## config.mk

```make
export PLATFORM = sky130hd
export DESIGN_NAME = csi_status_ctrl
export DESIGN_NICKNAME = d
export VERILOG_FILES = /design/src/csi_pkg.sv /design/src/csi_status_ctrl.sv
export VERILOG_INCLUDE_DIRS = /design/src /design/src/src
export SDC_FILE = /design/constraint.sdc
export NUM_CORES = 1
export LEC_CHECK = 0
export ABC_AREA = 1
export BUFFER_PORTS_ARGS = -buffer_cell sky130_fd_sc_hd__buf_2
export CORE_MARGIN = 1
export CORE_UTILIZATION = 41
export DETAILED_ROUTE_END_ITERATION = 8
export PLACE_DENSITY = 0.76
export SYNTH_ARGS = -nofsm -noshare
export SYNTH_HDL_FRONTEND = slang
export SYNTH_SLANG_ARGS = --single-unit
```

## constraint.sdc

```tcl
create_clock -name clk -period 2.06 [get_ports clk]
set_input_delay 0.103 -clock clk [delete_from_list [all_inputs] [get_ports clk]]
set_output_delay 0.103 -clock clk [all_outputs]
set_load 0.01 [all_outputs]
```

## src/csi_consts.svh

```systemverilog
// Bit positions, reset values and codes for the status and interrupt control registers.
`ifndef CSI_CONSTS_SVH
`define CSI_CONSTS_SVH

// ----------------------------------------------------------------------
// Register selects
// ----------------------------------------------------------------------
`define CSI_SEL_STATUS 1'h0
`define CSI_SEL_INTERRUPT_CONTROL 1'h1

// ----------------------------------------------------------------------
// Status register fields
// ----------------------------------------------------------------------
`define CSI_ST_NMI 19
`define CSI_ST_FLOOR_HI 18
`define CSI_ST_FLOOR_LO_MSB 16
`define CSI_ST_FLOOR_LO_LSB 10
`define CSI_ST_UBM 4
`define CSI_ST_ERL 2
`define CSI_ST_EXL 1
`define CSI_ST_IE 0

// ----------------------------------------------------------------------
// Interrupt control register fields
// ----------------------------------------------------------------------
`define CSI_IC_PF 22
`define CSI_IC_CHAIN 21
`define CSI_IC_DEC_MSB 20
`define CSI_IC_DEC_LSB 16
`define CSI_IC_LVLCLR 15
`define CSI_IC_APE 14
`define CSI_IC_KSTK 13
`define CSI_IC_VS_MSB 9
`define CSI_IC_VS_LSB 5

// ----------------------------------------------------------------------
// Reset values and derived constants
// ----------------------------------------------------------------------
`define CSI_DEC_RESET 5'h03
`define CSI_DEC_MIN 5'h03
`define CSI_VS_SHIFT 5'h00
`define CSI_WORD_SHIFT 2'h0
`define CSI_UNMAPPED_BITS 29

`endif

```

## src/csi_pkg.sv

```systemverilog
// Types shared by the processor status and interrupt control block.
package csi_pkg;

    // Kind of exception being entered, as reported by the core.
    typedef enum logic [2:0] {
        EXC_HARD_RESET = 3'h0,
        EXC_SOFT_RESET = 3'h1,
        EXC_NMI = 3'h2,
        EXC_CACHE_ERR = 3'h3,
        EXC_OTHER = 3'h4
    } csi_exc_kind_t;

    // Automatic prologue sequencer states, one-hot.
    typedef enum logic [2:0] {
        PRO_IDLE = 3'b001,
        PRO_COPY = 3'b010,
        PRO_DEC = 3'b100
    } csi_pro_state_t;

endpackage : csi_pkg

```

## src/csi_status_ctrl.sv

```systemverilog
// Processor status low half, interrupt control register and exception level logic.
`timescale 1ns/1ps
`include "csi_consts.svh"

module csi_status_ctrl #(
    parameter int ADDR_W = 32
) (
    // Clock and reset.
    input wire logic clk,
    input wire logic rst_n,
    // Coprocessor register port.
    input wire logic reg_sel,
    input wire logic reg_wr,
    input wire logic [31:0] reg_wdata,
    output logic [31:0] reg_rdata,
    // Exception and instruction events from the core.
    input wire logic exc_take,
    input wire csi_pkg::csi_exc_kind_t exc_kind,
    input wire logic return_from_exception,
    input wire logic return_chain_instr,
    input wire logic irq_off_instr,
    input wire logic irq_on_instr,
    input wire logic prologue_start,
    // Interrupt request and address check.
    input wire logic req_valid,
    input wire logic [7:0] req_priority,
    input wire logic [ADDR_W-1:0] access_addr,
    // Mode and gating results.
    output logic kernel_mode,
    output logic irq_signal,
    output logic ret_use_error_pc,
    output logic save_return_state,
    output logic low_user_unmapped,
    // Interrupt control results.
    output logic prefetch_vectors,
    output logic chain_irqs,
    output logic [9:0] vector_spacing_bytes,
    // Prologue sequencer pulses.
    output logic copy_prev_stack,
    output logic sp_dec_valid,
    output logic [6:0] sp_dec_bytes
);

    // ------------------------------------------------------------------
    // Parameter check
    // ------------------------------------------------------------------
    // The unmapped window is the low 2^29 bytes, so narrower addresses make no sense.
    if (ADDR_W <= `CSI_UNMAPPED_BITS) begin : g_bad_addr_w
        $error("ADDR_W must exceed the unmapped window width");
    end

    // ------------------------------------------------------------------
    // Reset synchroniser
    // ------------------------------------------------------------------
    logic rst_meta_n;
    logic rst_sync_n;

    // Release is synchronised so that no flop leaves reset on a different edge.
    always_ff @(posedge clk or negedge rst_n) begin
        if (!rst_n) begin
            rst_meta_n <= 1'b0;
            rst_sync_n <= 1'b0;
        end else begin
            rst_meta_n <= 1'b1;
            rst_sync_n <= rst_meta_n;
        end
    end

    // ------------------------------------------------------------------
    // Status register state
    // ------------------------------------------------------------------
    logic nmi_flag, next_nmi_flag;
    logic [7:0] priority_floor, next_priority_floor;
    logic user_base_mode, next_user_base_mode;
    logic error_level, next_error_level;
    logic exception_level, next_exception_level;
    logic master_irq_gate, next_master_irq_gate;
    logic level_clear_now;

    // ------------------------------------------------------------------
    // Interrupt control register state
    // ------------------------------------------------------------------
    logic ic_prefetch, next_ic_prefetch;
    logic ic_chain, next_ic_chain;
    logic [4:0] stack_decrement_words, next_stack_decrement_words;
    logic level_clear_on_prologue, next_level_clear_on_prologue;
    logic auto_prologue_on, next_auto_prologue_on;
    logic kernel_stack_choice, next_kernel_stack_choice;
    logic [4:0] vector_spacing, next_vector_spacing;

    // ------------------------------------------------------------------
    // Prologue sequencer state
    // ------------------------------------------------------------------
    csi_pkg::csi_pro_state_t pro_state, next_pro_state;
    logic [4:0] dec_words;

    // Decrement field values below three all mean three words.
    // The next field value is used so that the byte count agrees with the register on the same edge.
    assign dec_words = (next_stack_decrement_words < `CSI_DEC_MIN) ? `CSI_DEC_MIN
        : next_stack_decrement_words;

    // Sequencer: optional stack copy, then the decrement step.
    always_comb begin
        next_pro_state = pro_state;
        case (pro_state)
            csi_pkg::PRO_IDLE: begin
                if (prologue_start && auto_prologue_on) begin
                    next_pro_state = kernel_stack_choice ? csi_pkg::PRO_DEC : csi_pkg::PRO_COPY;
                end
            end
            csi_pkg::PRO_COPY: begin
                next_pro_state = csi_pkg::PRO_DEC;
            end
            csi_pkg::PRO_DEC: begin
                next_pro_state = csi_pkg::PRO_IDLE;
            end
            default: begin
                next_pro_state = csi_pkg::PRO_IDLE;
            end
        endcase
    end

    always_ff @(posedge clk or negedge rst_sync_n) begin
        if (!rst_sync_n) begin
            pro_state <= csi_pkg::PRO_IDLE;
        end else begin
            pro_state <= next_pro_state;
        end
    end

    // Levels are cleared in the decrement step of the prologue and on a chained return.
    assign level_clear_now = level_clear_on_prologue
        && ((pro_state == csi_pkg::PRO_DEC) || return_chain_instr);

    // ------------------------------------------------------------------
    // Status next-state logic
    // ------------------------------------------------------------------
    // Hardware events are applied after the software write so that they win over it; among them a set wins over a clear.
    always_comb begin
        next_nmi_flag = nmi_flag;
        next_priority_floor = priority_floor;
        next_user_base_mode = user_base_mode;
        next_error_level = error_level;
        next_exception_level = exception_level;
        next_master_irq_gate = master_irq_gate;
        if (reg_wr && (reg_sel == `CSI_SEL_STATUS)) begin
            next_nmi_flag = nmi_flag & reg_wdata[`CSI_ST_NMI];
            next_priority_floor = {reg_wdata[`CSI_ST_FLOOR_HI],
                reg_wdata[`CSI_ST_FLOOR_LO_MSB:`CSI_ST_FLOOR_LO_LSB]};
            next_user_base_mode = reg_wdata[`CSI_ST_UBM];
            next_error_level = reg_wdata[`CSI_ST_ERL];
            next_exception_level = reg_wdata[`CSI_ST_EXL];
            next_master_irq_gate = reg_wdata[`CSI_ST_IE];
        end
        if (irq_off_instr) begin
            next_master_irq_gate = 1'b0;
        end
        if (irq_on_instr) begin
            next_master_irq_gate = 1'b1;
        end
        // A return drops the error level first, otherwise the exception level.
        if (return_from_exception) begin
            if (error_level) begin
                next_error_level = 1'b0;
            end else begin
                next_exception_level = 1'b0;
            end
        end
        if (level_clear_now) begin
            next_user_base_mode = 1'b0;
            next_error_level = 1'b0;
            next_exception_level = 1'b0;
        end
        if (exc_take) begin
            case (exc_kind)
                csi_pkg::EXC_HARD_RESET, csi_pkg::EXC_SOFT_RESET: begin
                    next_error_level = 1'b1;
                    next_nmi_flag = 1'b0;
                end
                csi_pkg::EXC_NMI: begin
                    next_error_level = 1'b1;
                    next_nmi_flag = 1'b1;
                end
                csi_pkg::EXC_CACHE_ERR: begin
                    next_error_level = 1'b1;
                end
                default: begin
                    next_exception_level = 1'b1;
                end
            endcase
        end
    end

    // Error level is up out of reset, as after a hard reset entry.
    always_ff @(posedge clk or negedge rst_sync_n) begin
        if (!rst_sync_n) begin
            nmi_flag <= 1'b0;
            priority_floor <= 8'h00;
            user_base_mode <= 1'b0;
            error_level <= 1'b1;
            exception_level <= 1'b0;
            master_irq_gate <= 1'b0;
        end else begin
            nmi_flag <= next_nmi_flag;
            priority_floor <= next_priority_floor;
            user_base_mode <= next_user_base_mode;
            error_level <= next_error_level;
            exception_level <= next_exception_level;
            master_irq_gate <= next_master_irq_gate;
        end
    end

    // ------------------------------------------------------------------
    // Interrupt control next-state logic
    // ------------------------------------------------------------------
    // Reserved spacing codes are stored as written; software must avoid them.
    always_comb begin
        next_ic_prefetch = ic_prefetch;
        next_ic_chain = ic_chain;
        next_stack_decrement_words = stack_decrement_words;
        next_level_clear_on_prologue = level_clear_on_prologue;
        next_auto_prologue_on = auto_prologue_on;
        next_kernel_stack_choice = kernel_stack_choice;
        next_vector_spacing = vector_spacing;
        if (reg_wr && (reg_sel == `CSI_SEL_INTERRUPT_CONTROL)) begin
            next_ic_prefetch = reg_wdata[`CSI_IC_PF];
            next_ic_chain = reg_wdata[`CSI_IC_CHAIN];
            next_stack_decrement_words = reg_wdata[`CSI_IC_DEC_MSB:`CSI_IC_DEC_LSB];
            next_level_clear_on_prologue = reg_wdata[`CSI_IC_LVLCLR];
            next_auto_prologue_on = reg_wdata[`CSI_IC_APE];
            next_kernel_stack_choice = reg_wdata[`CSI_IC_KSTK];
            next_vector_spacing = reg_wdata[`CSI_IC_VS_MSB:`CSI_IC_VS_LSB];
        end
    end

    always_ff @(posedge clk or negedge rst_sync_n) begin
        if (!rst_sync_n) begin
            ic_prefetch <= 1'b0;
            ic_chain <= 1'b0;
            stack_decrement_words <= `CSI_DEC_RESET;
            level_clear_on_prologue <= 1'b0;
            auto_prologue_on <= 1'b0;
            kernel_stack_choice <= 1'b0;
            vector_spacing <= 5'h00;
        end else begin
            ic_prefetch <= next_ic_prefetch;
            ic_chain <= next_ic_chain;
            stack_decrement_words <= next_stack_decrement_words;
            level_clear_on_prologue <= next_level_clear_on_prologue;
            auto_prologue_on <= next_auto_prologue_on;
            kernel_stack_choice <= next_kernel_stack_choice;
            vector_spacing <= next_vector_spacing;
        end
    end

    // ------------------------------------------------------------------
    // Registered outputs
    // ------------------------------------------------------------------
    logic [31:0] next_reg_rdata;
    logic next_kernel_mode;
    logic next_irq_signal;
    logic next_low_user_unmapped;

    // Outputs other than the read data follow the next state so that they agree with the registers on the same edge.
    always_comb begin
        next_reg_rdata = 32'h0000_0000;
        if (reg_sel == `CSI_SEL_STATUS) begin
            next_reg_rdata[`CSI_ST_NMI] = nmi_flag;
            next_reg_rdata[`CSI_ST_FLOOR_HI] = priority_floor[7];
            next_reg_rdata[`CSI_ST_FLOOR_LO_MSB:`CSI_ST_FLOOR_LO_LSB] = priority_floor[6:0];
            next_reg_rdata[`CSI_ST_UBM] = user_base_mode;
            next_reg_rdata[`CSI_ST_ERL] = error_level;
            next_reg_rdata[`CSI_ST_EXL] = exception_level;
            next_reg_rdata[`CSI_ST_IE] = master_irq_gate;
        end else begin
            next_reg_rdata[`CSI_IC_PF] = ic_prefetch;
            next_reg_rdata[`CSI_IC_CHAIN] = ic_chain;
            next_reg_rdata[`CSI_IC_DEC_MSB:`CSI_IC_DEC_LSB] = stack_decrement_words;
            next_reg_rdata[`CSI_IC_LVLCLR] = level_clear_on_prologue;
            next_reg_rdata[`CSI_IC_APE] = auto_prologue_on;
            next_reg_rdata[`CSI_IC_KSTK] = kernel_stack_choice;
            next_reg_rdata[`CSI_IC_VS_MSB:`CSI_IC_VS_LSB] = vector_spacing;
        end
        next_kernel_mode = !next_user_base_mode || next_error_level || next_exception_level;
        next_irq_signal = req_valid && next_master_irq_gate && !next_error_level
            && !next_exception_level
            && (req_priority > next_priority_floor);
        next_low_user_unmapped = next_error_level
            && (access_addr[ADDR_W-1:`CSI_UNMAPPED_BITS] == '0);
    end

    // Read data is taken one cycle after the select is presented.
    always_ff @(posedge clk or negedge rst_sync_n) begin
        if (!rst_sync_n) begin
            reg_rdata <= 32'h0000_0000;
            kernel_mode <= 1'b1;
            irq_signal <= 1'b0;
            ret_use_error_pc <= 1'b1;
            save_return_state <= 1'b1;
            low_user_unmapped <= 1'b0;
            prefetch_vectors <= 1'b0;
            chain_irqs <= 1'b0;
            vector_spacing_bytes <= 10'h000;
            copy_prev_stack <= 1'b0;
            sp_dec_valid <= 1'b0;
            sp_dec_bytes <= 7'h00;
        end else begin
            reg_rdata <= next_reg_rdata;
            kernel_mode <= next_kernel_mode;
            irq_signal <= next_irq_signal;
            ret_use_error_pc <= next_error_level;
            save_return_state <= !next_exception_level;
            low_user_unmapped <= next_low_user_unmapped;
            prefetch_vectors <= next_ic_prefetch;
            chain_irqs <= next_ic_chain;
            vector_spacing_bytes <= {next_vector_spacing, `CSI_VS_SHIFT};
            copy_prev_stack <= (next_pro_state == csi_pkg::PRO_COPY);
            sp_dec_valid <= (next_pro_state == csi_pkg::PRO_DEC);
            sp_dec_bytes <= {dec_words, `CSI_WORD_SHIFT};
        end
    end

endmodule : csi_status_ctrl

```

==> out/qor.json, run 1 <==
{
  "finalMaxSlewViolations": {"value": 0},
  "power-per-cell-area": {"value": 910, "unit": "nW/µm²"},
  "clock-sinks": {"value": 66},
  "power.switching_fraction": {"value": 25.9, "unit": "%"},
  "timing.critical_path.required": {"value": 2330, "unit": "ps"},
  "power.share.combinational": {"value": 17.1, "unit": "%"},
  "worst_setup_start_kind": {"value": "register"},
  "intPower": {"value": 0.00244, "unit": "W"},
  "grt_use_met1": {"value": 20.3, "unit": "%"},
  "clock_tree_from_tritoncts": {"value": "built"},
  "worstHoldPathType": {"value": "in -> reg"},
  "floorplan.initialDensity": {"value": 43.6, "unit": "%"},
  "detail_route.vias_per_cell": {"value": 4.39},
  "clk-insertion-delay-late": {"value": 340, "unit": "ps"},
  "final_critical_delay_including_setup_and_external_delays": {"value": 1470, "unit": "ps"},
  "synth_top_area_share": {"value": 53.0, "unit": "%"},
  "globalRouteTotalUtil": {"value": 16.8, "unit": "%"},
  "synthDistinctLibCells": {"value": 28},
  "setup_violations": {"value": 0},
  "clock_root_buffer_master": {"value": "sky130_fd_sc_hd__clkbuf_8"},
  "global_route.usage.met2": {"value": 28.1, "unit": "%"},
  "ys_seq_elements": {"value": 66},
  "detail_route.wirelength": {"value": 5700, "unit": "µm"},
  "placementRows": {"value": 29},
  "relative_contribution_of_sequential_cells_to_total_power": {"value": 46.1, "unit": "%"},
  "maxClockFrequency": {"value": 0.681, "unit": "GHz"},
  "final_critical_path_setup_slack": {"value": 592, "unit": "ps"},
  "n_antenna_cell": {"value": 0},
  "floorplan.io_pins": {"value": 144},
  "period_share": {"value": 71.3, "unit": "%"},
  "grt_setup_unrepaired": {"value": "false"},
  "ir_drop": {"value": 396, "unit": "µV"},
  "globalRouteOverflowTotal": {"value": 0},
  "synthTopCellsByArea": {"value": "sky130_fd_sc_hd__dfrtp_1 (53%), sky130_fd_sc_hd__nand2_1 (8.4%), sky130_fd_sc_hd__inv_1 (7.0%)"},
  "wire_per_inst": {"value": 11.9, "unit": "µm"},
  "number_of_failing_hold_endpoints_at_the_final_stage": {"value": 0},
  "worstSetupPathType": {"value": "reg -> reg"},
  "cts.htree.levels": {"value": 3},
  "top_usage_layer": {"value": "met2"},
  "endpoint_kind": {"value": "register"},
  "max-clock-path-buffers": {"value": 2},
  "dr_total_vias": {"value": 2098},
  "detailedPlace.worstSlack": {"value": 267, "unit": "ps"},
  "buffer_ports.inserted": {"value": 87},
  "remaining_drc_errors": {"value": 0},
  "run_status": {"value": "completed"},
  "crit_path_max_fanout": {"value": 2},
  "fill_cells": {"value": 584},
  "die_height": {"value": 85.1, "unit": "µm"},
  "grt_pass1_vias": {"value": 2060},
  "replace_congestion": {"value": 0.848},
  "final_setup_skew": {"value": 10.8, "unit": "ps"},
  "postCtsSetupBuffers": {"value": 0},
  "numCtsBuffers": {"value": 9},
  "grt_first_pass_wirelength": {"value": 9230, "unit": "µm"},
  "p_leak": {"value": 2.06, "unit": "nW"},
  "totalNegativeSetupSlack": {"value": 0, "unit": "ps"},
  "synth.largest_area_cell": {"value": "sky130_fd_sc_hd__dfrtp_1"},
  "initialDrtViolationCount": {"value": 70},
  "grt_antenna_before_repair": {"value": 0},
  "finalNetCount": {"value": 490},
  "syn_area": {"value": 2830, "unit": "µm²"},
  "cts.reportedPaths.clkPinSlew": {"value": 70, "unit": "ps"},
  "final_layout_size_suffix_gt1_share": {"value": 32.2, "unit": "%"},
  "postSynthCellCount": {"value": 291},
  "p_switching": {"value": 0.000856, "unit": "W"},
  "final-seq-area": {"value": 1660, "unit": "µm²"},
  "cap_violations": {"value": 0},
  "drt_first_pass_iters": {"value": 4},
  "power.share.clock": {"value": 36.8, "unit": "%"},
  "pin_count_of_the_biggest_net_entering_global_routing": {"value": 65},
  "die_area": {"value": 7240, "unit": "µm²"},
  "flow.area_growth_from_synthesis": {"value": 28.0, "unit": "%"},
  "die_outline_width": {"value": 85.1, "unit": "µm"},
  "multi_input_comb_area": {"value": 856, "unit": "µm²"},
  "cp_data_arrival_time": {"value": 1740, "unit": "ps"},
  "syn_avg_cell_area": {"value": 9.73, "unit": "µm²"},
  "globalRouteMet3Util": {"value": 5.45, "unit": "%"},
  "antenna_left": {"value": 0},
  "core-area": {"value": 6490, "unit": "µm²"},
  "synth-warning-count": {"value": 0},
  "setup.reg_to_reg.worst_slack": {"value": 590, "unit": "ps"},
  "synth_seq_area_share": {"value": 58.6, "unit": "%"},
  "place.detailed.hpwl": {"value": 4050, "unit": "µm"}
}
-- metrics by stage --
stage               power [W]  instances  hold slack (ps)  area, µm²  utilization [%]
CTS                   0.00333        477             1.33       3610             55.7
global route          0.00348        478             31.2       3620             55.8
global placement      0.00208        451             -110       3290             50.7
floorplan             0.00191        307             -193       2890                -
finish                0.00330        478             20.6       3620             55.8
detailed placement    0.00210        451             -111       3290             50.7
-- logic make-up (layout without fill, tap and decap cells) --
group | count (synthesis) | count (layout) | share of synthesized area (%)
AND/OR/NAND/NOR | 98 | 98 | 14.2
adder cells (fa/ha/maj) | 8 | 8 | 3.54
other | 2 | 18 | 0.265
AO/OA/AOI/OAI | 30 | 30 | 6.54
multiplexers | 9 | 9 | 3.58
buffers and inverters | 78 | 172 | 13.3
flip-flops | 66 | 66 | 58.6
-- final cells by class --
class,instances,area share [%]
Tap cell,77,2.66
Inverter,55,5.76
Clock buffer,14,4.49
Timing Repair Buffer,101,16.0
Multi-Input combinational cell,163,23.6
Clock inverter,2,1.66
Sequential cell,66,45.8
-- worst max-delay path, stage by stage, from the launching register on --
cell and delay, ps:
sky130_fd_sc_hd__dfrtp_1 360, sky130_fd_sc_hd__inv_1 60, sky130_fd_sc_hd__nand2_1 50, sky130_fd_sc_hd__o21ai_1 120, sky130_fd_sc_hd__ha_1 270, sky130_fd_sc_hd__nand2_1 100
sky130_fd_sc_hd__nor2_1 70, sky130_fd_sc_hd__nand2_1 50, sky130_fd_sc_hd__nand2_1 40, sky130_fd_sc_hd__a21oi_1 110, sky130_fd_sc_hd__nand2_1 70, sky130_fd_sc_hd__nor2_1 90
-- registers in the layout, indices dropped and copies added, names as in the netlist, 3 cells and up --
register	flops
pro_state	3
reg_rdata	22
priority_floor	8
sp_dec_bytes	5
vector_spacing_bytes	5
stack_decrement_words	5
-- path summary, 6_finish.rpt --
check,from,end,cells past startpoint
setup reg to reg,priority_floor[6],irq_signal,11
hold reg to reg,rst_sync_n,sp_dec_bytes[6],1
hold / removal,exc_kind[0],nmi_flag,4
max in group asynchronous,rst_sync_n,ret_use_error_pc,1
setup / recovery,priority_floor[6],irq_signal,11
min in group asynchronous,rst_n,rst_sync_n,2
-- placed cells by master, fill, tap and decap left out, types with 9 or more instances in the layout --
cell type / count
sky130_fd_sc_hd__nor2_1: 18
sky130_fd_sc_hd__o21ai_0: 14
sky130_fd_sc_hd__conb_1: 18
sky130_fd_sc_hd__buf_2: 87
sky130_fd_sc_hd__clkbuf_8: 11
sky130_fd_sc_hd__dfrtp_1: 59
sky130_fd_sc_hd__inv_1: 53
sky130_fd_sc_hd__nand2_1: 63
sky130_fd_sc_hd__dlygate4sd3_1: 11
sky130_fd_sc_hd__mux2_2: 9
-- synth_stat cells (all sizes together) --
master,instances
a21oi,7
buf,21
clkbuf,2
conb,2
dfrtp,60
dfstp,6
ha,8
inv,55
mux2,9
nand2,66
nand3,6
nand3b,2
nor2,20
nor3,3
o211ai,1
o21a,1
o21ai,20
o21bai,1
or3,1
-- power by group through the flow --
stage / clock network, W / registers, W / logic, W
final: 0.00122 / 0.00152 / 0.000564
after detailed placement: 0 / 0.00154 / 0.000555
after global placement: 0 / 0.00154 / 0.000537
after floorplan: 0 / 0.00160 / 0.000301
after global routing: 0.00130 / 0.00154 / 0.000647
after CTS: 0.00124 / 0.00152 / 0.000571
-- what timing repair did --
item                                   4_1_cts  5_1_grt
endpoints found under the hold margin       10        1
resized for setup                            0        0
hold buffers                                10        1
-- routing by layer --
layer | up-vias | share of wire (%)
li1 | 1058 | -
met1 | 949 | 44
met2 | 81 | 48
met3 | 10 | 6.4
met4 | 0 | 2.1
met5 | - | 0
Power figures use the tool's default switching activity.
==> run 2: changes to the inputs <==
- ABC_AREA: 1 -> 0
- CORE_UTILIZATION: 41 -> 45
- PLACE_DENSITY: 0.76 -> 0.79
- clock period: 2.06 -> 1.55 ns (I/O delays scaled with it)
==> run 2 against run 1 <==
Net effect:
- the run now ends with negative setup slack left
- area after synthesis down 0.75%
- register-to-register slack got worse by 630 ps
- combinational power is 46% higher
- global-route usage is 2.1 points higher
- final area up 3.9%
- largest cell class unchanged
- synthesized cell count decreased by 27%
- largest power group unchanged
- power up 29%
==> out/qor.json, run 2 <==
{
  "run_status": {"value": "finished, violations left"},
  "violations": {"value": "negative setup slack"},
  "dr_total_vias": {"value": 1931},
  "final_layout_size_suffix_gt1_share": {"value": 46.3, "unit": "%"},
  "critical_path.startpoint": {"value": "priority_floor[6]"},
  "worstPathCellList": {"value": "mux2i_2 -> ha_1 -> a21oi_1 -> nand2_1 -> a21o_1 -> o2111a_1"},
  "syn_area": {"value": 2810, "unit": "µm²"},
  "die_area": {"value": 6570, "unit": "µm²"},
  "period_share": {"value": 102, "unit": "%"},
  "endpoint_kind": {"value": "register"},
  "antenna_left": {"value": 0},
  "cap_violations": {"value": 0},
  "synth.largest_area_cell": {"value": "sky130_fd_sc_hd__dfrtp_1"},
  "post-route-util": {"value": 63.3, "unit": "%"},
  "synth_seq_area_share": {"value": 59.0, "unit": "%"},
  "replace_congestion": {"value": 0.705},
  "grt_setup_unrepaired": {"value": "true"},
  "ir_drop": {"value": 654, "unit": "µV"},
  "postSynthCellCount": {"value": 212},
  "netlist_top_cells_count": {"value": "sky130_fd_sc_hd__dfrtp_1 (60), sky130_fd_sc_hd__mux2_2 (27), sky130_fd_sc_hd__buf_4 (18)"},
  "setup.reg_to_reg.worst_slack": {"value": -30, "unit": "ps"},
  "total_power": {"value": 0.00426, "unit": "W"},
  "cts.htree.levels": {"value": 3},
  "timing.critical_path.required": {"value": 1770, "unit": "ps"},
  "grt_use_met1": {"value": 23.2, "unit": "%"},
  "n_antenna_cell": {"value": 0},
  "ys_seq_elements": {"value": 66},
  "flow.area_growth_from_synthesis": {"value": 34.1, "unit": "%"},
  "number_of_failing_hold_endpoints_at_the_final_stage": {"value": 0},
  "detail_route.wirelength": {"value": 5580, "unit": "µm"},
  "cp-endpoint": {"value": "irq_signal"},
  "worst_hold_path.num_cells": {"value": 3},
  "clk-insertion-delay-late": {"value": 330, "unit": "ps"},
  "maxClockFrequency": {"value": 0.631, "unit": "GHz"},
  "critical_path.reg2reg.startpoint": {"value": "priority_floor[6]"},
  "synth-warning-count": {"value": 0},
  "layout_commonest_cell": {"value": "sky130_fd_sc_hd__buf_2"},
  "top_usage_layer": {"value": "met2"},
  "buffer_ports.inserted": {"value": 87},
  "multi_input_comb_area": {"value": 1030, "unit": "µm²"},
  "final_cells": {"value": 416},
  "fill_cells": {"value": 484},
  "r2r-end": {"value": "irq_signal"},
  "primary_flip_flop_cell_chosen_by_synthesis_mapping": {"value": "sky130_fd_sc_hd__dfrtp_1"},
  "clock_tree_from_tritoncts": {"value": "built"},
  "crit_path_max_fanout": {"value": 3},
  "drt_first_pass_iters": {"value": 4},
  "cp_data_arrival_time": {"value": 1810, "unit": "ps"},
  "timing.critical_path.max_delay_family": {"value": "compound AO/OA/AOI/OAI gates"},
  "cts.reportedPaths.clkPinSlew": {"value": 70, "unit": "ps"},
  "synthTopCellsByArea": {"value": "sky130_fd_sc_hd__dfrtp_1 (53%), sky130_fd_sc_hd__mux2_2 (11%), sky130_fd_sc_hd__dfstp_2 (5.6%)"},
  "critical-path-max-stage-delay": {"value": 390, "unit": "ps"},
  "core-area": {"value": 5960, "unit": "µm²"},
  "syn_avg_cell_area": {"value": 13.3, "unit": "µm²"},
  "p_leak": {"value": 1.92, "unit": "nW"},
  "globalRouteOverflowTotal": {"value": 0},
  "slowest_cell_on_the_critical_path": {"value": "sky130_fd_sc_hd__dfrtp_1"},
  "intPower": {"value": 0.00312, "unit": "W"},
  "clock_root_buffer_master": {"value": "sky130_fd_sc_hd__clkbuf_8"},
  "worstHoldPathType": {"value": "in -> reg"},
  "numCtsBuffers": {"value": 9},
  "yosysMostFrequentCell": {"value": "sky130_fd_sc_hd__dfrtp_1"},
  "synth_async_sr_flop_share": {"value": 100, "unit": "%"},
  "globalRouteMet3Util": {"value": 5.73, "unit": "%"},
  "post-place-cells": {"value": 378},
  "reg_top3": {"value": "reg_rdata: 22 flops, priority_floor: 8 flops"},
  "final_setup_skew": {"value": 7.34, "unit": "ps"},
  "globalRouteTotalUtil": {"value": 18.9, "unit": "%"},
  "global_route.usage.met2": {"value": 31.1, "unit": "%"},
  "relative_contribution_of_sequential_cells_to_total_power": {"value": 48.5, "unit": "%"},
  "power.share.combinational": {"value": 19.3, "unit": "%"},
  "p_switching": {"value": 0.00114, "unit": "W"},
  "worst-r2r-cell-count": {"value": 6},
  "floorplan.io_pins": {"value": 144},
  "wire_per_inst": {"value": 13.4, "unit": "µm"},
  "die_outline_width": {"value": 81.0, "unit": "µm"},
  "final_critical_delay_including_setup_and_external_delays": {"value": 1580, "unit": "ps"},
  "detail_route.vias_per_cell": {"value": 4.64},
  "synthDistinctLibCells": {"value": 37},
  "largest_register_ff_count": {"value": 22},
  "die_height": {"value": 81.0, "unit": "µm"},
  "synth_enable_flop_cells": {"value": 0},
  "stdcell_area": {"value": 3770, "unit": "µm²"},
  "initialDrtViolationCount": {"value": 49},
  "synth_top_area_share": {"value": 53.4, "unit": "%"},
  "crit_cells": {"value": 6},
  "finalNetCount": {"value": 430},
  "finalMaxSlewViolations": {"value": 0},
  "worstSetupPathType": {"value": "reg -> reg"},
  "pin_count_of_the_biggest_net_entering_global_routing": {"value": 65},
  "largest-register": {"value": "reg_rdata"},
  "final_critical_path_setup_slack": {"value": -35.0, "unit": "ps"},
  "postCtsSetupBuffers": {"value": 0},
  "worst_setup_start_kind": {"value": "register"},
  "setup_violations": {"value": 1},
  "place.detailed.hpwl": {"value": 3840, "unit": "µm"},
  "remaining_drc_errors": {"value": 0},
  "power.share.clock": {"value": 32.2, "unit": "%"},
  "placed_cell_area": {"value": 3350, "unit": "µm²"},
  "clock-sinks": {"value": 66},
  "critPathBufInv": {"value": 0},
  "power.switching_fraction": {"value": 26.7, "unit": "%"},
  "grt_pass1_vias": {"value": 1860},
  "max-clock-path-buffers": {"value": 2},
  "floorplan.initialDensity": {"value": 47.2, "unit": "%"},
  "placementRows": {"value": 28},
  "grt_antenna_before_repair": {"value": 0},
  "final-seq-area": {"value": 1660, "unit": "µm²"},
  "grt_first_pass_wirelength": {"value": 8860, "unit": "µm"},
  "power-per-cell-area": {"value": 1130, "unit": "nW/µm²"},
  "layout.cells.most_common_list": {"value": "sky130_fd_sc_hd__buf_2 (87), sky130_fd_sc_hd__dfrtp_1 (59), sky130_fd_sc_hd__mux2_2 (26), sky130_fd_sc_hd__dlygate4sd3_1 (22), sky130_fd_sc_hd__conb_1 (18)"}
}
[run 2: how the worst min path moves through the flow]
stage | slack (ps) | to | from
2_1_floorplan | -220 | rst_meta_n | rst_n
3_3_place_gp | -140 | rst_meta_n | rst_n
3_5_place_dp | -140 | rst_meta_n | rst_n
4_1_cts | 2 | priority_floor[6] | reg_wdata[16]
5_1_grt | 0.9 | auto_prologue_on | reg_wdata[14]
6_report | 10 | priority_floor[6] | reg_wdata[16]
[run 2: through the flow]
step / hold slack [ps] / worst slack [ps] / TNS, ps
final: 14.8 / -35.0 / -35.0
after global routing: 0.887 / -124 / -124
after CTS: 2.23 / -39.8 / -39.8
after detailed placement: -135 / -196 / -196
after global placement: -137 / -151 / -151
after floorplan: -218 / -159 / -159
[run 2: power groups by stage]
| stage | clock, W | sequential, W | combinational, W |
|---|---|---|---|
| floorplan | 0 | 0.00217 | 0.000412 |
| global placement | 0 | 0.00209 | 0.000756 |
| detailed placement | 0 | 0.00210 | 0.000779 |
| CTS | 0.00142 | 0.00207 | 0.000832 |
| global route | 0.00152 | 0.00209 | 0.000919 |
| finish | 0.00137 | 0.00207 | 0.000823 |
[run 2: cell families after synthesis]
logic type | count (synthesis) | share of synthesized area (%)
adders and majority gates | 8 | 3.56
muxes | 36 | 14.2
and+or+nand+nor | 44 | 9.62
buffers and inverters | 33 | 7.39
DFF | 66 | 59.0
other | 2 | 0.267
AOI/OAI and AO/OA | 23 | 5.92
[run 2: what timing repair did]
item | in CTS | in global routing
gates resized for setup | 2 | 0
hold buffers | 22 | 0
setup endpoints to repair | 1 | 1
pin swaps | 1 | 0
endpoints found under the hold margin | 21 | 0
[run 2: per-layer routing]
layer  vias to the layer above  routed length (µm)
met5                         -                   0
met4                         0                  84
met3                         9                 334
met2                        80                2680
met1                       908                2480
li1                        934                   -
[run 2: worst register-to-register path: stages (launching register included)]
cell and delay, ps:
sky130_fd_sc_hd__dfrtp_1 390, sky130_fd_sc_hd__mux2i_2 210, sky130_fd_sc_hd__ha_1 300, sky130_fd_sc_hd__a21oi_1 140
sky130_fd_sc_hd__nand2_1 60, sky130_fd_sc_hd__a21o_1 160, sky130_fd_sc_hd__o2111a_1 220
[run 2: cell type report]
cell class / instances / area share, %
Clock buffer: 9 / 3.29
Clock inverter: 7 / 1.83
Inverter: 10 / 0.996
Multi-Input combinational cell: 129 / 27.4
Sequential cell: 66 / 44.1
Tap cell: 75 / 2.49
Timing Repair Buffer: 120 / 19.9
==> run 3: changes to the inputs <==
- CORE_UTILIZATION: 45 -> 35
- CTS_CLUSTER_DIAMETER: default -> 30
- PLACE_DENSITY: 0.79 -> 0.68
==> run 3 against run 2 <==
Net effect:
- the run still ends with negative setup slack left
- first-iteration DRC count decreased by 4.1%
- global-route usage fell by 3.7 points
- power up 9.0%
- count of clock-buffer cells in the layout increased by 1
- combinational power is 4.0% higher
- register-to-register slack about the same
- routed wire length increased by 5.7%
- clock skew fell by 2.0 ps
- maximum frequency down 0.42%
- critical endpoint unchanged
- largest cell class unchanged
- highest routed layer unchanged
==> out/qor.json, run 3 (same netlist as run 2, synthesis figures left out) <==
{
  "replace_congestion": {"value": 0.776},
  "layout.cells.most_common_list": {"value": "sky130_fd_sc_hd__buf_2 (87), sky130_fd_sc_hd__dfrtp_1 (59), sky130_fd_sc_hd__mux2_2 (26), sky130_fd_sc_hd__dlygate4sd3_1 (25), sky130_fd_sc_hd__conb_1 (18)"},
  "largest-register": {"value": "reg_rdata"},
  "flow.area_growth_from_synthesis": {"value": 38.9, "unit": "%"},
  "number_of_failing_hold_endpoints_at_the_final_stage": {"value": 0},
  "critPathBufInv": {"value": 0},
  "grt_first_pass_wirelength": {"value": 9600, "unit": "µm"},
  "placementRows": {"value": 32},
  "wire_per_inst": {"value": 13.1, "unit": "µm"},
  "layout_commonest_cell": {"value": "sky130_fd_sc_hd__buf_2"},
  "p_leak": {"value": 1.97, "unit": "nW"},
  "final_setup_skew": {"value": 5.32, "unit": "ps"},
  "violations": {"value": "negative setup slack"},
  "globalRouteOverflowTotal": {"value": 0},
  "grt_antenna_before_repair": {"value": 0},
  "floorplan.initialDensity": {"value": 36.4, "unit": "%"},
  "hold_ws": {"value": 13.7, "unit": "ps"},
  "drt_first_pass_iters": {"value": 4},
  "core-area": {"value": 7730, "unit": "µm²"},
  "cap_violations": {"value": 0},
  "maxClockFrequency": {"value": 0.628, "unit": "GHz"},
  "remaining_drc_errors": {"value": 0},
  "post-place-cells": {"value": 408},
  "postCtsSetupBuffers": {"value": 0},
  "cts.htree.levels": {"value": 3},
  "max-clock-path-buffers": {"value": 2},
  "clock_tree_from_tritoncts": {"value": "built"},
  "globalRouteTotalUtil": {"value": 15.2, "unit": "%"},
  "finalNetCount": {"value": 436},
  "clock-sinks": {"value": 66},
  "timing.critical_path.max_delay_family": {"value": "compound AO/OA/AOI/OAI gates"},
  "reg_top3": {"value": "reg_rdata: 22 flops, priority_floor: 8 flops"},
  "grt_pass1_vias": {"value": 1986},
  "place.detailed.hpwl": {"value": 4160, "unit": "µm"},
  "slowest_cell_on_the_critical_path": {"value": "sky130_fd_sc_hd__dfrtp_1"},
  "endpoint_kind": {"value": "register"},
  "post-route-util": {"value": 50.5, "unit": "%"},
  "die_outline_width": {"value": 91.6, "unit": "µm"},
  "ir_drop": {"value": 612, "unit": "µV"},
  "floorplan.io_pins": {"value": 144},
  "crit_path_max_fanout": {"value": 3},
  "worst_hold_startpoint": {"value": "reg_wdata[16]"},
  "initialDrtViolationCount": {"value": 47},
  "power-per-cell-area": {"value": 1190, "unit": "nW/µm²"},
  "final_cells": {"value": 449},
  "worstSetupPathType": {"value": "reg -> reg"},
  "detail_route.wirelength": {"value": 5900, "unit": "µm"},
  "critical_path.reg2reg.startpoint": {"value": "priority_floor[6]"},
  "worstPathCellList": {"value": "mux2i_1 -> ha_1 -> a21oi_1 -> nand2_1 -> a21o_1 -> o2111a_1"},
  "n_antenna_cell": {"value": 0},
  "cp_data_arrival_time": {"value": 1810, "unit": "ps"},
  "antenna_left": {"value": 0},
  "die_area": {"value": 8390, "unit": "µm²"},
  "worst_setup_start_kind": {"value": "register"},
  "critical-path-max-stage-delay": {"value": 380, "unit": "ps"},
  "clk-insertion-delay-late": {"value": 330, "unit": "ps"},
  "die_height": {"value": 91.6, "unit": "µm"},
  "worstHoldPathType": {"value": "in -> reg"},
  "timing.critical_path.required": {"value": 1770, "unit": "ps"},
  "placed_cell_area": {"value": 3400, "unit": "µm²"},
  "dr_total_vias": {"value": 1997},
  "critical_path.startpoint": {"value": "priority_floor[6]"},
  "finalMaxSlewViolations": {"value": 0},
  "period_share": {"value": 103, "unit": "%"},
  "grt_setup_unrepaired": {"value": "true"},
  "buffer_ports.inserted": {"value": 87},
  "stdcell_area": {"value": 3900, "unit": "µm²"},
  "setup_violations": {"value": 1},
  "cts.reportedPaths.clkPinSlew": {"value": 70, "unit": "ps"},
  "detail_route.vias_per_cell": {"value": 4.45},
  "final_layout_size_suffix_gt1_share": {"value": 46.1, "unit": "%"},
  "fill_cells": {"value": 690},
  "largest_register_ff_count": {"value": 22},
  "pin_count_of_the_biggest_net_entering_global_routing": {"value": 65},
  "final_critical_delay_including_setup_and_external_delays": {"value": 1590, "unit": "ps"},
  "final_critical_path_setup_slack": {"value": -41.7, "unit": "ps"},
  "clock_root_buffer_master": {"value": "sky130_fd_sc_hd__clkbuf_8"},
  "numCtsBuffers": {"value": 9},
  "run_status": {"value": "finished, violations left"}
}
## run 3: cell count changes in the layout (fill, tap and decap cells not counted), sizes merged
cell / previous run / this run
clkinv: 3 / 0
dlygate4sd3: 22 / 25
buf: 98 / 101
clkbuf: 9 / 10
bufinv: 1 / 3
## run 3: timing repair
action / 4_1_cts / 5_1_grt
pin swaps: 3 / 0
resized for setup: 0 / 2
hold buffers: 22 / 3
gates cloned: 0 / 0
hold endpoints to repair: 21 / 3
endpoints found under the setup margin: 1 / 1
## run 3: layer usage
metal / wire length (µm) / GRT usage (%) / part of all wire (%) / vias up
met2: 2810 / 24.6 / 48 / 94
li1: - / - / - / 948
met1: 2540 / 18.9 / 43 / 943
met5: 0 / 0 / 0 / -
met4: 93 / 4.89 / 1.6 / 0
met3: 447 / 5.44 / 7.6 / 12
## run 3: report_power, final
part,internal (W),total [W],switching (W)
registers,0.00196,0.00206,0.000105
clock network,0.00107,0.00173,0.000654
logic,0.000445,0.000856,0.000411
## run 3: worst paths after layout
kind                                            end  slack, ps  depth (start not counted)
max                                      irq_signal        -40                          6
min                        stack_decrement_words[0]         10                          2
max reg2reg                              irq_signal        -40                          6
min reg2reg                            sp_dec_valid        280                          1
max in group asynchronous          ret_use_error_pc        960                          1
min in group asynchronous                rst_sync_n         50                          2
## run 3: layout make-up
type,instances,area (µm²),share of cell area (%)
inverters,10,37.5,0.962
flip-flops and latches,66,1660,42.5
well taps,102,128,3.27
clock inverters,6,114,2.92
clock buffers,10,128,3.27
repair buffers,126,803,20.6
multi-input cells,129,1030,26.5
## run 3: metrics by stage
stage	setup WS, ps	setup TNS, ps	total power (W)
finish	-41.7	-41.7	0.00465
floorplan	-159	-159	0.00258
CTS	-26.4	-26.4	0.00470
detailed placement	-217	-217	0.00290
global route	-132	-132	0.00491
global placement	-152	-152	0.00287
